<file path="config.mk">
export PLATFORM = sky130hd
export DESIGN_NAME = battery_monitor_mode_sequencer
export DESIGN_NICKNAME = d
export VERILOG_FILES = /design/src/hdl/batmon_pkg.sv /design/src/hdl/battery_monitor_mode_sequencer.sv /design/src/hdl/bus_wake_timer.sv
export VERILOG_INCLUDE_DIRS = /design/src /design/src/hdl
export SDC_FILE = /design/constraint.sdc
export NUM_CORES = 1
export LEC_CHECK = 0
export ABC_AREA = 1
export BUFFER_PORTS_ARGS = -buffer_cell sky130_fd_sc_hd__buf_2
export CAP_MARGIN = 20
export CORE_UTILIZATION = 60
export DETAILED_ROUTE_END_ITERATION = 8
export PLACE_DENSITY = 0.79
export SETUP_SLACK_MARGIN = 0.3
export SYNTH_ARGS = -nofsm -noshare
export SYNTH_HDL_FRONTEND = slang
export SYNTH_HIERARCHICAL = 1
export SYNTH_SLANG_ARGS = --single-unit
</file>
<file path="constraint.sdc">
create_clock -name clk -period 2.6 [get_ports clk]
set_clock_uncertainty 0.1 [all_clocks]
set_input_delay 0.39 -clock clk [delete_from_list [all_inputs] [get_ports clk]]
set_output_delay 0.39 -clock clk [all_outputs]
set_load 0.02 [all_outputs]
</file>
<file path="src/hdl/batmon_regs.svh">
`ifndef BATMON_REGS_SVH
`define BATMON_REGS_SVH

// Clock rate and time figures; cycle counts derive from them
`define CLK_KHZ           25000
`define BUS_LOW_MS        1500
`define BUS_LOW_CYC       (`BUS_LOW_MS * `CLK_KHZ)
`define SLOT_MS           220
`define SLOT_CYC          (`SLOT_MS * `CLK_KHZ)
`define CUR_PERIOD_MS     878
`define CUR_PERIOD_CYC    (`CUR_PERIOD_MS * `CLK_KHZ)
`define PRECHARGE_US      13300
`define PRECHARGE_CYC     ((`PRECHARGE_US * `CLK_KHZ + 999) / 1000)

// Host register indices
`define REG_STATUS        3'h0
`define REG_CURRENT       3'h1
`define REG_ACR           3'h2
`define REG_VOLTAGE       3'h3
`define REG_AUX0          3'h4
`define REG_AUX1          3'h5

// Status/configuration fields
`define CFG_SLEEP_BIT     0
`define CFG_AUXDIS_BIT    1
`define STAT_ASLEEP_BIT   2
`define CFG_SLEEP_RST     1'b0
`define CFG_AUXDIS_RST    1'b0
`define MEAS_RST          16'h0000

`endif

</file>
<file path="src/hdl/batmon_pkg.sv">
package batmon_pkg;

    typedef enum logic [1:0] {
        SLOT_BATTERY,
        SLOT_AUX_ZERO,
        SLOT_AUX_ONE
    } vslot_t;

    typedef struct packed {
        logic        wr;
        logic        rd;
        logic [2:0]  addr;
        logic [15:0] wdata;
    } host_req_t;

endpackage

</file>
<file path="src/hdl/battery_monitor_mode_sequencer.sv">
// Behaviour
// - With sleep allowed, both lines low 1.5s to 2.2s puts device asleep.
// - Asleep: no conversions, accumulated charge count changed only by a host write.
// - Active: current measured continuously, kept as signed two-byte value.
// - Every completed current result is added into the charge count unless the host writes the count that cycle.
// - Voltage selector cycles battery, aux zero, aux one in fixed order.
// - Aux divider supply switched off after both aux conversions finish.
// - A control bit keeps the aux divider supply off entirely.
// - Host reads and writes status/config and measurement registers.
// - Either bus line going high returns the device to active mode.
// - Each voltage slot lasts 220ms, a full pass 660ms.
// - Current register updated every 878ms with the interval average.
// - Supply on one precharge time before aux zero, through both slots.
`timescale 1ns/1ps
`include "batmon_regs.svh"

module battery_monitor_mode_sequencer import batmon_pkg::*; #(
    parameter int unsigned SLOT_CYCLES       = `SLOT_CYC,
    parameter int unsigned PRECHARGE_CYCLES  = `PRECHARGE_CYC,
    parameter int unsigned CUR_PERIOD_CYCLES = `CUR_PERIOD_CYC,
    parameter int unsigned BUS_LOW_CYCLES    = `BUS_LOW_CYC
) (
    input  wire logic               clk,
    input  wire logic               srst,
    input  wire logic               scl_in,
    input  wire logic               sda_in,
    input  wire host_req_t          host_req,
    output logic [15:0]             host_rdata,
    input  wire logic [15:0]        vadc_data,
    input  wire logic signed [15:0] iadc_data,
    output vslot_t                  vadc_sel,
    output logic                    vadc_sample,
    output logic                    iadc_sample,
    output logic                    aux_divider_supply,
    output logic                    asleep
);

    logic [31:0]        slot_cnt_r;
    logic [31:0]        cur_cnt_r;
    logic               slot_end;
    logic               supply_nxt;
    logic               sleep_allow_r;
    logic               aux_supply_disable_r;
    logic signed [15:0] current_r;
    logic [15:0]        acr_r;
    logic [15:0]        volt_r;
    logic [15:0]        aux0_r;
    logic [15:0]        aux1_r;
    logic               wr_status;
    logic               wr_current;
    logic               wr_acr;

    // Clamped accumulate: count sticks at 0 on discharge, at 16'hffff on
    // charge, rather than wrapping and losing the pack state
    function automatic logic [15:0] sat_add(input logic [15:0] acc,
                                            input logic [15:0] delta);
        logic signed [17:0] s;
        s = $signed({2'b00, acc}) + $signed({{2{delta[15]}}, delta});
        if (s < 0)
            sat_add = 16'h0000;
        else if (s > 18'sh0_ffff)
            sat_add = 16'hffff;
        else
            sat_add = s[15:0];
    endfunction

    function automatic logic is_write(input host_req_t r,
                                      input logic [2:0] a);
        is_write = r.wr && r.addr == a;
    endfunction

    assign wr_status  = is_write(host_req, `REG_STATUS);
    assign wr_current = is_write(host_req, `REG_CURRENT);
    assign wr_acr     = is_write(host_req, `REG_ACR);

    bus_wake_timer #(
        .BUS_LOW_CYCLES (BUS_LOW_CYCLES)
    ) u_wake (
        .clk         (clk),
        .srst        (srst),
        .scl_in      (scl_in),
        .sda_in      (sda_in),
        .sleep_allow (sleep_allow_r),
        .asleep      (asleep)
    );

    always_ff @(posedge clk)
    begin
        if (srst)
        begin
            sleep_allow_r        <= `CFG_SLEEP_RST;
            aux_supply_disable_r <= `CFG_AUXDIS_RST;
        end
        else if (wr_status)
        begin
            sleep_allow_r        <= host_req.wdata[`CFG_SLEEP_BIT];
            aux_supply_disable_r <= host_req.wdata[`CFG_AUXDIS_BIT];
        end
    end

    // Voltage slot sequencer; freezes mid-slot while asleep
    assign slot_end = slot_cnt_r == SLOT_CYCLES - 1;

    always_ff @(posedge clk)
    begin
        if (srst)
        begin
            slot_cnt_r <= '0;
            vadc_sel   <= SLOT_BATTERY;
        end
        else if (!asleep)
        begin
            if (slot_end)
            begin
                slot_cnt_r <= '0;
                unique case (vadc_sel)
                    SLOT_BATTERY:  vadc_sel <= SLOT_AUX_ZERO;
                    SLOT_AUX_ZERO: vadc_sel <= SLOT_AUX_ONE;
                    SLOT_AUX_ONE:  vadc_sel <= SLOT_BATTERY;
                    default:       vadc_sel <= SLOT_BATTERY;
                endcase
            end
            else
                slot_cnt_r <= slot_cnt_r + 32'd1;
        end
    end

    assign vadc_sample = slot_end && !asleep;

    always_ff @(posedge clk)
    begin
        if (srst)
        begin
            volt_r <= `MEAS_RST;
            aux0_r <= `MEAS_RST;
            aux1_r <= `MEAS_RST;
        end
        else if (vadc_sample)
        begin
            unique case (vadc_sel)
                SLOT_BATTERY:  volt_r <= vadc_data;
                SLOT_AUX_ZERO: aux0_r <= vadc_data;
                SLOT_AUX_ONE:  aux1_r <= vadc_data;
                default:       volt_r <= volt_r;
            endcase
        end
        else if (host_req.wr)
        begin
            if (host_req.addr == `REG_VOLTAGE)
                volt_r <= host_req.wdata;
            if (host_req.addr == `REG_AUX0)
                aux0_r <= host_req.wdata;
            if (host_req.addr == `REG_AUX1)
                aux1_r <= host_req.wdata;
        end
    end

    // Supply lags the slot state by one register stage, negligible against
    // the precharge time, but keeps the pin glitch free
    always_comb
    begin
        supply_nxt = !aux_supply_disable_r && !asleep
            && (vadc_sel != SLOT_BATTERY
                || slot_cnt_r >= SLOT_CYCLES - PRECHARGE_CYCLES);
    end

    always_ff @(posedge clk)
    begin
        if (srst)
            aux_divider_supply <= 1'b0;
        else
            aux_divider_supply <= supply_nxt;
    end

    // Current period timer; the converter integrates over the period, so
    // its output at the tick is already the interval average
    always_ff @(posedge clk)
    begin
        if (srst)
            cur_cnt_r <= '0;
        else if (!asleep)
        begin
            if (cur_cnt_r == CUR_PERIOD_CYCLES - 1)
                cur_cnt_r <= '0;
            else
                cur_cnt_r <= cur_cnt_r + 32'd1;
        end
    end

    assign iadc_sample = !asleep && cur_cnt_r == CUR_PERIOD_CYCLES - 1;

    always_ff @(posedge clk)
    begin
        if (srst)
            current_r <= $signed(`MEAS_RST);
        else if (iadc_sample)
            current_r <= iadc_data;
        else if (wr_current)
            current_r <= $signed(host_req.wdata);
    end

    // A host write to the count wins over an accumulation in the same cycle
    always_ff @(posedge clk)
    begin
        if (srst)
            acr_r <= `MEAS_RST;
        else if (wr_acr)
            acr_r <= host_req.wdata;
        else if (iadc_sample)
            acr_r <= sat_add(acr_r, iadc_data);
    end

    always_ff @(posedge clk)
    begin
        if (srst)
            host_rdata <= 16'h0000;
        else if (host_req.rd)
        begin
            unique case (host_req.addr)
                `REG_STATUS:  host_rdata <= {13'h0000, asleep,
                                             aux_supply_disable_r,
                                             sleep_allow_r};
                `REG_CURRENT: host_rdata <= current_r;
                `REG_ACR:     host_rdata <= acr_r;
                `REG_VOLTAGE: host_rdata <= volt_r;
                `REG_AUX0:    host_rdata <= aux0_r;
                `REG_AUX1:    host_rdata <= aux1_r;
                default:      host_rdata <= 16'h0000;
            endcase
        end
    end

    property p_slot_order;
        @(posedge clk) disable iff (srst)
        $changed(vadc_sel) |->
            (vadc_sel == SLOT_AUX_ZERO && $past(vadc_sel) == SLOT_BATTERY)
            || (vadc_sel == SLOT_AUX_ONE && $past(vadc_sel) == SLOT_AUX_ZERO)
            || (vadc_sel == SLOT_BATTERY && $past(vadc_sel) == SLOT_AUX_ONE);
    endproperty
    a_slot_order: assert property (p_slot_order)
        else $error("voltage slot order broken");

    property p_slot_len;
        @(posedge clk) disable iff (srst)
        $changed(vadc_sel) |-> $past(slot_cnt_r) == SLOT_CYCLES - 1;
    endproperty
    a_slot_len: assert property (p_slot_len)
        else $error("voltage slot ended at wrong count");

    property p_supply_disabled;
        @(posedge clk) disable iff (srst)
        aux_supply_disable_r |=> !aux_divider_supply;
    endproperty
    a_supply_disabled: assert property (p_supply_disabled)
        else $error("aux supply on while disabled");

    property p_supply_off_after_aux;
        @(posedge clk) disable iff (srst)
        (vadc_sel == SLOT_AUX_ONE && vadc_sample) |=> ##1 !aux_divider_supply;
    endproperty
    a_supply_off_after_aux: assert property (p_supply_off_after_aux)
        else $error("aux supply still on after aux slots");

    property p_supply_on_aux;
        @(posedge clk) disable iff (srst)
        (vadc_sel == SLOT_BATTERY && !aux_supply_disable_r && !asleep
            && slot_cnt_r == SLOT_CYCLES - PRECHARGE_CYCLES)
            |=> aux_divider_supply;
    endproperty
    a_supply_on_aux: assert property (p_supply_on_aux)
        else $error("aux supply not on at precharge start");

    property p_asleep_quiet;
        @(posedge clk) disable iff (srst)
        asleep && !wr_acr |-> !vadc_sample && !iadc_sample ##1 $stable(acr_r);
    endproperty
    a_asleep_quiet: assert property (p_asleep_quiet)
        else $error("activity or count change while asleep");

    property p_acr_add;
        @(posedge clk) disable iff (srst)
        (iadc_sample && !wr_acr) |=>
            acr_r == sat_add($past(acr_r), $past(iadc_data));
    endproperty
    a_acr_add: assert property (p_acr_add)
        else $error("current result not accumulated");

    property p_current_update;
        @(posedge clk) disable iff (srst)
        iadc_sample |=> current_r == $past(iadc_data)
            ##1 (cur_cnt_r != 32'd0 || asleep);
    endproperty
    a_current_update: assert property (p_current_update)
        else $error("current register not loaded at period end");

    property p_read_acr;
        @(posedge clk) disable iff (srst)
        (host_req.rd && host_req.addr == `REG_ACR) |=>
            host_rdata == $past(acr_r);
    endproperty
    a_read_acr: assert property (p_read_acr)
        else $error("host read of count returned wrong data");

endmodule // battery_monitor_mode_sequencer

</file>
<file path="src/hdl/bus_wake_timer.sv">
`timescale 1ns/1ps
`include "batmon_regs.svh"

module bus_wake_timer #(
    parameter int unsigned BUS_LOW_CYCLES = `BUS_LOW_CYC
) (
    input  wire logic clk,
    input  wire logic srst,
    input  wire logic scl_in,
    input  wire logic sda_in,
    input  wire logic sleep_allow,
    output logic      asleep
);

    logic        scl_s1_r;
    logic        scl_s2_r;
    logic        sda_s1_r;
    logic        sda_s2_r;
    logic [31:0] low_cnt_r;
    logic        bus_low;
    logic        timeout;

    always_ff @(posedge clk)
    begin
        scl_s1_r <= scl_in;
        scl_s2_r <= scl_s1_r;
        sda_s1_r <= sda_in;
        sda_s2_r <= sda_s1_r;
    end

    assign bus_low = !scl_s2_r && !sda_s2_r;
    assign timeout = low_cnt_r == BUS_LOW_CYCLES - 1;

    // Restart the count whenever sleep is not allowed, so the bound is
    // measured from the later of line-low and the enable
    always_ff @(posedge clk)
    begin
        if (srst || !bus_low || !sleep_allow || asleep)
            low_cnt_r <= '0;
        else if (!timeout)
            low_cnt_r <= low_cnt_r + 32'd1;
    end

    always_ff @(posedge clk)
    begin
        if (srst)
            asleep <= 1'b0;
        else if (asleep && !bus_low)
            asleep <= 1'b0;
        else if (!asleep && sleep_allow && bus_low && timeout)
            asleep <= 1'b1;
    end

    property p_sleep_cause;
        @(posedge clk) disable iff (srst)
        $rose(asleep) |-> $past(sleep_allow) && $past(bus_low)
            && $past(low_cnt_r) == BUS_LOW_CYCLES - 1;
    endproperty
    a_sleep_cause: assert property (p_sleep_cause)
        else $error("sleep entered without full bus-low time");

    property p_no_early_sleep;
        @(posedge clk) disable iff (srst)
        (!asleep && low_cnt_r < BUS_LOW_CYCLES - 1) |=> !asleep;
    endproperty
    a_no_early_sleep: assert property (p_no_early_sleep)
        else $error("sleep entered too early");

    property p_wake;
        @(posedge clk) disable iff (srst)
        (asleep && (scl_s2_r || sda_s2_r)) |=> !asleep;
    endproperty
    a_wake: assert property (p_wake)
        else $error("did not wake on released bus line");

endmodule // bus_wake_timer

</file>
==> results.json, run 1 <==
{
  "outcome": "finished, final reports clean",
  "worst_ep_arrival_time_ns": 1.81,
  "hold_depth": 3,
  "routed_wl_um": 34690,
  "drt_iter0_drc": 1324,
  "met3_length_um": 2912,
  "dp_hpwl_um": 24670,
  "initial_core_util_pct": 61.80,
  "start_kind": "flop",
  "clock_latency_ns": 0.54,
  "synthCells": 1793,
  "worst-slew-pin-transition_ns": 0.7368,
  "core.rowCount": 50,
  "fin_worst_hold_slack_ns": 0.06328,
  "routedWlPerCell_um": 16.05,
  "max_slew_margin_pct": 50.88,
  "crit_path_max_fanout": 4,
  "cts_buffer_depth": 3,
  "layout_commonest_cell": "nand2_1",
  "ant_nets": 0,
  "power_density_nw_per_um2": 523.9,
  "numCtsBuffers": 23,
  "hold_path.class": "primary input to flop",
  "ys_seq_area_share_pct": 34.75,
  "clk_pin_slew_ns": 0.06,
  "grt_pass1_wl_um": 55490,
  "synth_area_per_cell_um2": 6.490,
  "place.port_buffers": 78,
  "yosysWarnings": 6,
  "synth.cell_area_um2": 11640,
  "drv_slew": 0,
  "fillers": 1556,
  "clockRootBuffer": "clkbuf_16",
  "drive_above_1_share_pct": 15.43,
  "dpl_cell_area_um2": 12230,
  "die_w_um": 141.3,
  "cts_tree": "built",
  "clock_sinks": 202,
  "ys_seq_elements": 202,
  "end_kind": "primary output",
  "fp.dieH_um": 141.3,
  "place_congestion": 0.9634,
  "num_vias": 12300,
  "grt_usage_pct": 34.23,
  "grt_start_max_net_pins": 60,
  "grt_antenna_before_repair": 1,
  "top_layer_used": "met4",
  "met2WireLength_um": 15430,
  "hold_viol": 0,
  "syn-num-nets": 1872,
  "synth_edf_count": 0,
  "grt-ovfl-total": 0,
  "cp_data_required_time_ns": 2.11,
  "met1Wirelength_um": 15290,
  "io_pins": 79,
  "synth_ff_type": "dfxtp_1",
  "die_area_um2": 19960,
  "finalCriticalPeriod_ns": 2.297,
  "final-setup-viol-count": 0,
  "max_freq_mhz": 435.4,
  "first_pass_iters": 5,
  "final_nets": 1962,
  "synth.distinct_cells": 55,
  "async_reset_ff_share_pct": 0,
  "crit_type": "flop to primary output",
  "drc": 0,
  "viasPerCell": 5.690,
  "core_area_um2": 18830,
  "power.total_mw": 7.134,
  "peakVddDrop_mv": 0.5161,
  "max-cap-violations": 0,
  "r2r_cells": 16,
  "final_core_util_pct": 72.31,
  "stdcell_area_um2": 13620,
  "area_growth_syn_to_layout_pct": 17.00,
  "grt_pass1_vias": 11230,
  "leakage_nw": 5.310,
  "h-tree-depth": 1,
  "rsz0062_at_grt": "yes",
  "layout_common_cells": "nand2_1 (440), nor2_1 (237), inv_1 (198), dfxtp_1 (179), nand3_1 (131)",
  "fin_crit_sh_pct": 88.33,
  "fin_tns_setup_ns": 0
}
-- final timing paths --
path,start,endpoint,slack [ns]
worst max-delay path,cur_cnt_r[13],iadc_sample,0.30
worst min-delay path,host_req[0],sleep_allow_r,0.06
worst max register to register,acr_r[0],acr_r[14],0.38
worst min register to register,u_wake/sda_s1_r,u_wake/sda_s2_r,0.23
-- final cells by class --
| type | instances | area, µm² | area share, % |
|---|---|---|---|
| clock buffer | 32 | 669.4 | 4.916 |
| inverter | 218 | 842.1 | 6.185 |
| clock inverter | 9 | 138.9 | 1.020 |
| tap | 260 | 325.3 | 2.389 |
| timing repair buffer | 116 | 742.0 | 5.449 |
| sequential | 202 | 4088 | 30.02 |
| timing repair inverter | 2 | 16.27 | 0.1195 |
| multi-input combinational | 1320 | 6789 | 49.86 |
| antenna | 2 | 5.005 | 0.03676 |
-- power breakdown --
part | switching (mW) | internal (mW) | total (mW)
clock network | 1.35 | 2.10 | 3.46
logic | 0.328 | 0.177 | 0.504
registers | 0.0348 | 3.14 | 3.17
total | 1.71 | 5.42 | 7.13
-- metal layers --
| layer | up-vias | global-route usage [%] |
|---|---|---|
| li1 | 6039 | - |
| met1 | 5624 | 47.58 |
| met2 | 555 | 54.98 |
| met3 | 79 | 4.624 |
| met4 | 0 | 10.87 |
| met5 | - | 0 |
-- state kept, by name (all words and copies together), names as in the netlist --
| register | cells |
|---|---|
| cur_cnt_r | 32 |
| slot_cnt_r | 32 |
| u_wake/low_cnt_r | 32 |
| acr_r | 16 |
| aux0_r | 16 |
| aux1_r | 16 |
| current_r | 16 |
| host_rdata | 16 |
| volt_r | 16 |
| vadc_sel | 2 |
| aux_divider_supply | 1 |
| aux_supply_disable_r | 1 |
| sleep_allow_r | 1 |
| u_wake/asleep | 1 |
| u_wake/scl_s1_r | 1 |
| u_wake/scl_s2_r | 1 |
| u_wake/sda_s1_r | 1 |
| u_wake/sda_s2_r | 1 |
-- timing repair --
| action | CTS | global route |
|---|---|---|
| setup buffers | 11 | 4 |
| hold buffers | 2 | 0 |
| gates resized for setup | 37 | 63 |
| setup endpoints to repair | 41 | 70 |
| hold endpoints to repair | 2 | 0 |
| cloned | 1 | 2 |
| pin swaps | 10 | 12 |
-- per-stage QoR --
| stage | instances | worst slack (ns) |
|---|---|---|
| detailed placement | 2098 | 0.1080 |
| CTS | 2153 | 0.2788 |
| finish | 2161 | 0.3033 |
| floorplan | 1793 | 0.3270 |
| global route | 2160 | 0.2522 |
| global placement | 2098 | 0.1850 |
-- cell families after synthesis --
group | share of synthesized area [%]
AND/OR/NAND/NOR | 36.21
adder cells (fa/ha/maj) | 2.430
buffers and inverters | 9.590
AO/OA/AOI/OAI | 15.29
XOR/XNOR | 1.731
flip-flops | 34.75
-- cell usage after synthesis (all sizes together), types with 3 or more instances --
master	n	area share (%)
a211oi	6	0.39
a21oi	143	6.6
a22oi	13	0.84
a311oi	3	0.23
and2	3	0.16
buf	23	1.5
clkbuf	30	1.1
dfxtp	202	35
ha	21	2.3
inv	216	7.0
nand2	465	16
nand3	143	6.6
nand3b	10	0.65
nand4	22	1.2
nor2	253	8.7
nor3	48	2.4
nor3b	4	0.26
nor4	7	0.38
o2111ai	11	0.83
o21a	8	0.52
o21ai	116	5.0
or2	4	0.21
xnor2	7	0.53
xor2	16	1.2
-- worst max-delay path, cell delays in order, from the launching register on --
cell,delay [ns]
dfxtp_1,0.37
inv_1,0.09
nor3_2,0.20
nand4_1,0.16
nor2_4,0.18
nand2_4,0.08
inv_4,0.08
buf_6,0.12
(Power assumes the default switching activity.)
==> inputs of run 2 (changes only) <==
- RECOVER_POWER: default -> 50
==> run 2 against run 1 <==
  * Utilization shrank 0.43 points
  * Via count shrank 0.62%
  * Global-route usage is the same
  * Total power is essentially flat
  * First-iteration DRC count grew 0.30%
  * Critical path type unchanged
  * Final area shrank 0.59%
  * Non-clock buffer count is the same
  * Hold slack gained 0.0026 ns
  * Critical path depth grew 1
  * Routed wire length shrank 0.49%
==> results.json, run 2 (synthesis gave the netlist of run 1 again) <==
{
  "core_area_um2": 18830,
  "cp_num_buf_inv": 2,
  "grt_antenna_before_repair": 1,
  "crit_type": "flop to primary output",
  "finalCriticalPeriod_ns": 2.382,
  "min-delay-start": "iadc_data[10]",
  "r2r-end": "aux0_r[1]",
  "cts_buffer_depth": 3,
  "grt_usage_pct": 34.23,
  "r2r_cells": 9,
  "cp_data_required_time_ns": 2.11,
  "layout_commonest_cell": "nand2_1",
  "clk_pin_slew_ns": 0.06,
  "grt_pass1_vias": 11230,
  "place.port_buffers": 78,
  "r2r-start": "slot_cnt_r[26]",
  "max_freq_mhz": 419.8,
  "num_vias": 12220,
  "reg2reg_setup_slack_ns": 0.30,
  "slowest_stage": "dfxtp_1",
  "io_pins": 79,
  "drt_iter0_drc": 1328,
  "dp_hpwl_um": 24670,
  "h-tree-depth": 1,
  "ant_nets": 0,
  "hold_depth": 3,
  "multi_input_area_um2": 6753,
  "die_area_um2": 19960,
  "hold_viol": 0,
  "fin_worst_hold_slack_ns": 0.06586,
  "peakVddDrop_mv": 0.5149,
  "fin_tns_setup_ns": 0,
  "final-setup-viol-count": 0,
  "clock_latency_ns": 0.53,
  "fillers": 1573,
  "min_to": "current_r[10]",
  "crit_family": "simple AND/OR/NAND/NOR gates",
  "outcome": "finished, final reports clean",
  "crit_path_max_fanout": 4,
  "routedWlPerCell_um": 15.96,
  "place_congestion": 0.9634,
  "die_w_um": 141.3,
  "power_density_nw_per_um2": 526.6,
  "hold_path.class": "primary input to flop",
  "cp_cell_sequence": "ha_4 > nand2_1 > nor3_2 > nand3_1 > nor2_4 > nand2_4 > inv_4 > buf_6",
  "area_growth_syn_to_layout_pct": 16.31,
  "seqCellArea_um2": 4084,
  "grt_pass1_wl_um": 55490,
  "fp.dieH_um": 141.3,
  "largest_registers": "cur_cnt_r x32, slot_cnt_r x32, u_wake/low_cnt_r x32",
  "leakage_nw": 5.213,
  "worst_ep_arrival_time_ns": 1.89,
  "drv_slew": 0,
  "cpPeakStageDelay_ns": 0.42,
  "numCtsBuffers": 23,
  "layout_common_cells": "nand2_1 (440), nor2_1 (238), inv_1 (200), dfxtp_1 (180), nand3_1 (134)",
  "drc": 0,
  "core.rowCount": 50,
  "max_slew_margin_pct": 1.228,
  "grt_start_max_net_pins": 60,
  "start_kind": "flop",
  "grt-ovfl-total": 0,
  "final_nets": 1962,
  "first_pass_iters": 6,
  "drive_above_1_share_pct": 13.80,
  "max-cap-violations": 0,
  "clockRootBuffer": "clkbuf_16",
  "end_kind": "primary output",
  "cts_tree": "built",
  "initial_core_util_pct": 61.80,
  "rsz0062_at_grt": "yes",
  "viasPerCell": 5.653,
  "fin_crit_sh_pct": 91.62,
  "worst-slew-pin-transition_ns": 1.482,
  "routed_wl_um": 34520,
  "clock_sinks": 202,
  "critPathLaunch": "cur_cnt_r[0]"
}
==> run 2: tightest hold or removal path: cells and delay by family <==
kind          cells  cell delay (ns)
buf+inv           1             0.12
simple gates      2             0.15
==> run 2: area by class of cell <==
type,count,share of cell area [%]
Inverter,218,6.221
Tap cell,260,2.403
Clock inverter,9,1.026
Multi-Input combinational cell,1320,49.89
Timing Repair Buffer,116,5.167
Timing Repair inverter,2,0.1202
Clock buffer,32,4.945
Sequential cell,202,30.17
Antenna cell,3,0.05546
==> run 2: worst max path at each step <==
stage                              to  depth (start not counted)
final                     iadc_sample                          8
after CTS                 iadc_sample                          7
after global routing      iadc_sample                          8
after detailed placement    acr_r[14]                         10
after floorplan             acr_r[10]                         16
after global placement       acr_r[0]                         11
==> run 2: metrics by stage <==
stage	cell area [µm²]	power [mW]	util, %	worst slack (ns)	cells
final	13540	7.128	71.88	0.2179	2162
after global routing	13530	7.347	71.85	0.1507	2160
after CTS	13260	7.098	70.44	0.2788	2153
after detailed placement	12230	3.681	64.92	0.1080	2098
after global placement	12230	3.677	64.92	0.1850	2098
after floorplan	11640	3.517	-	0.3270	1793
==> run 2: power by group <==
part	internal (mW)	switching (mW)
Sequential	3.14	0.0346
Combinational	0.174	0.326
Clock	2.10	1.35
Total	5.42	1.71
==> run 2: layer usage <==
layer / up-vias / global-route usage, % / wire [µm]
met5: - / 0 / 0
met4: 0 / 10.87 / 1100
met3: 82 / 4.624 / 2775
met2: 534 / 54.98 / 15380
met1: 5557 / 47.58 / 15260
li1: 6048 / - / -
==> run 2: repair_timing <==
action	4_1_cts	5_1_grt
gates cloned	1	2
endpoints found under the hold margin	2	0
endpoints found under the setup margin	41	70
pin swaps	10	12
buffers inserted	11	4
gates resized for setup	37	63
hold buffers	2	0
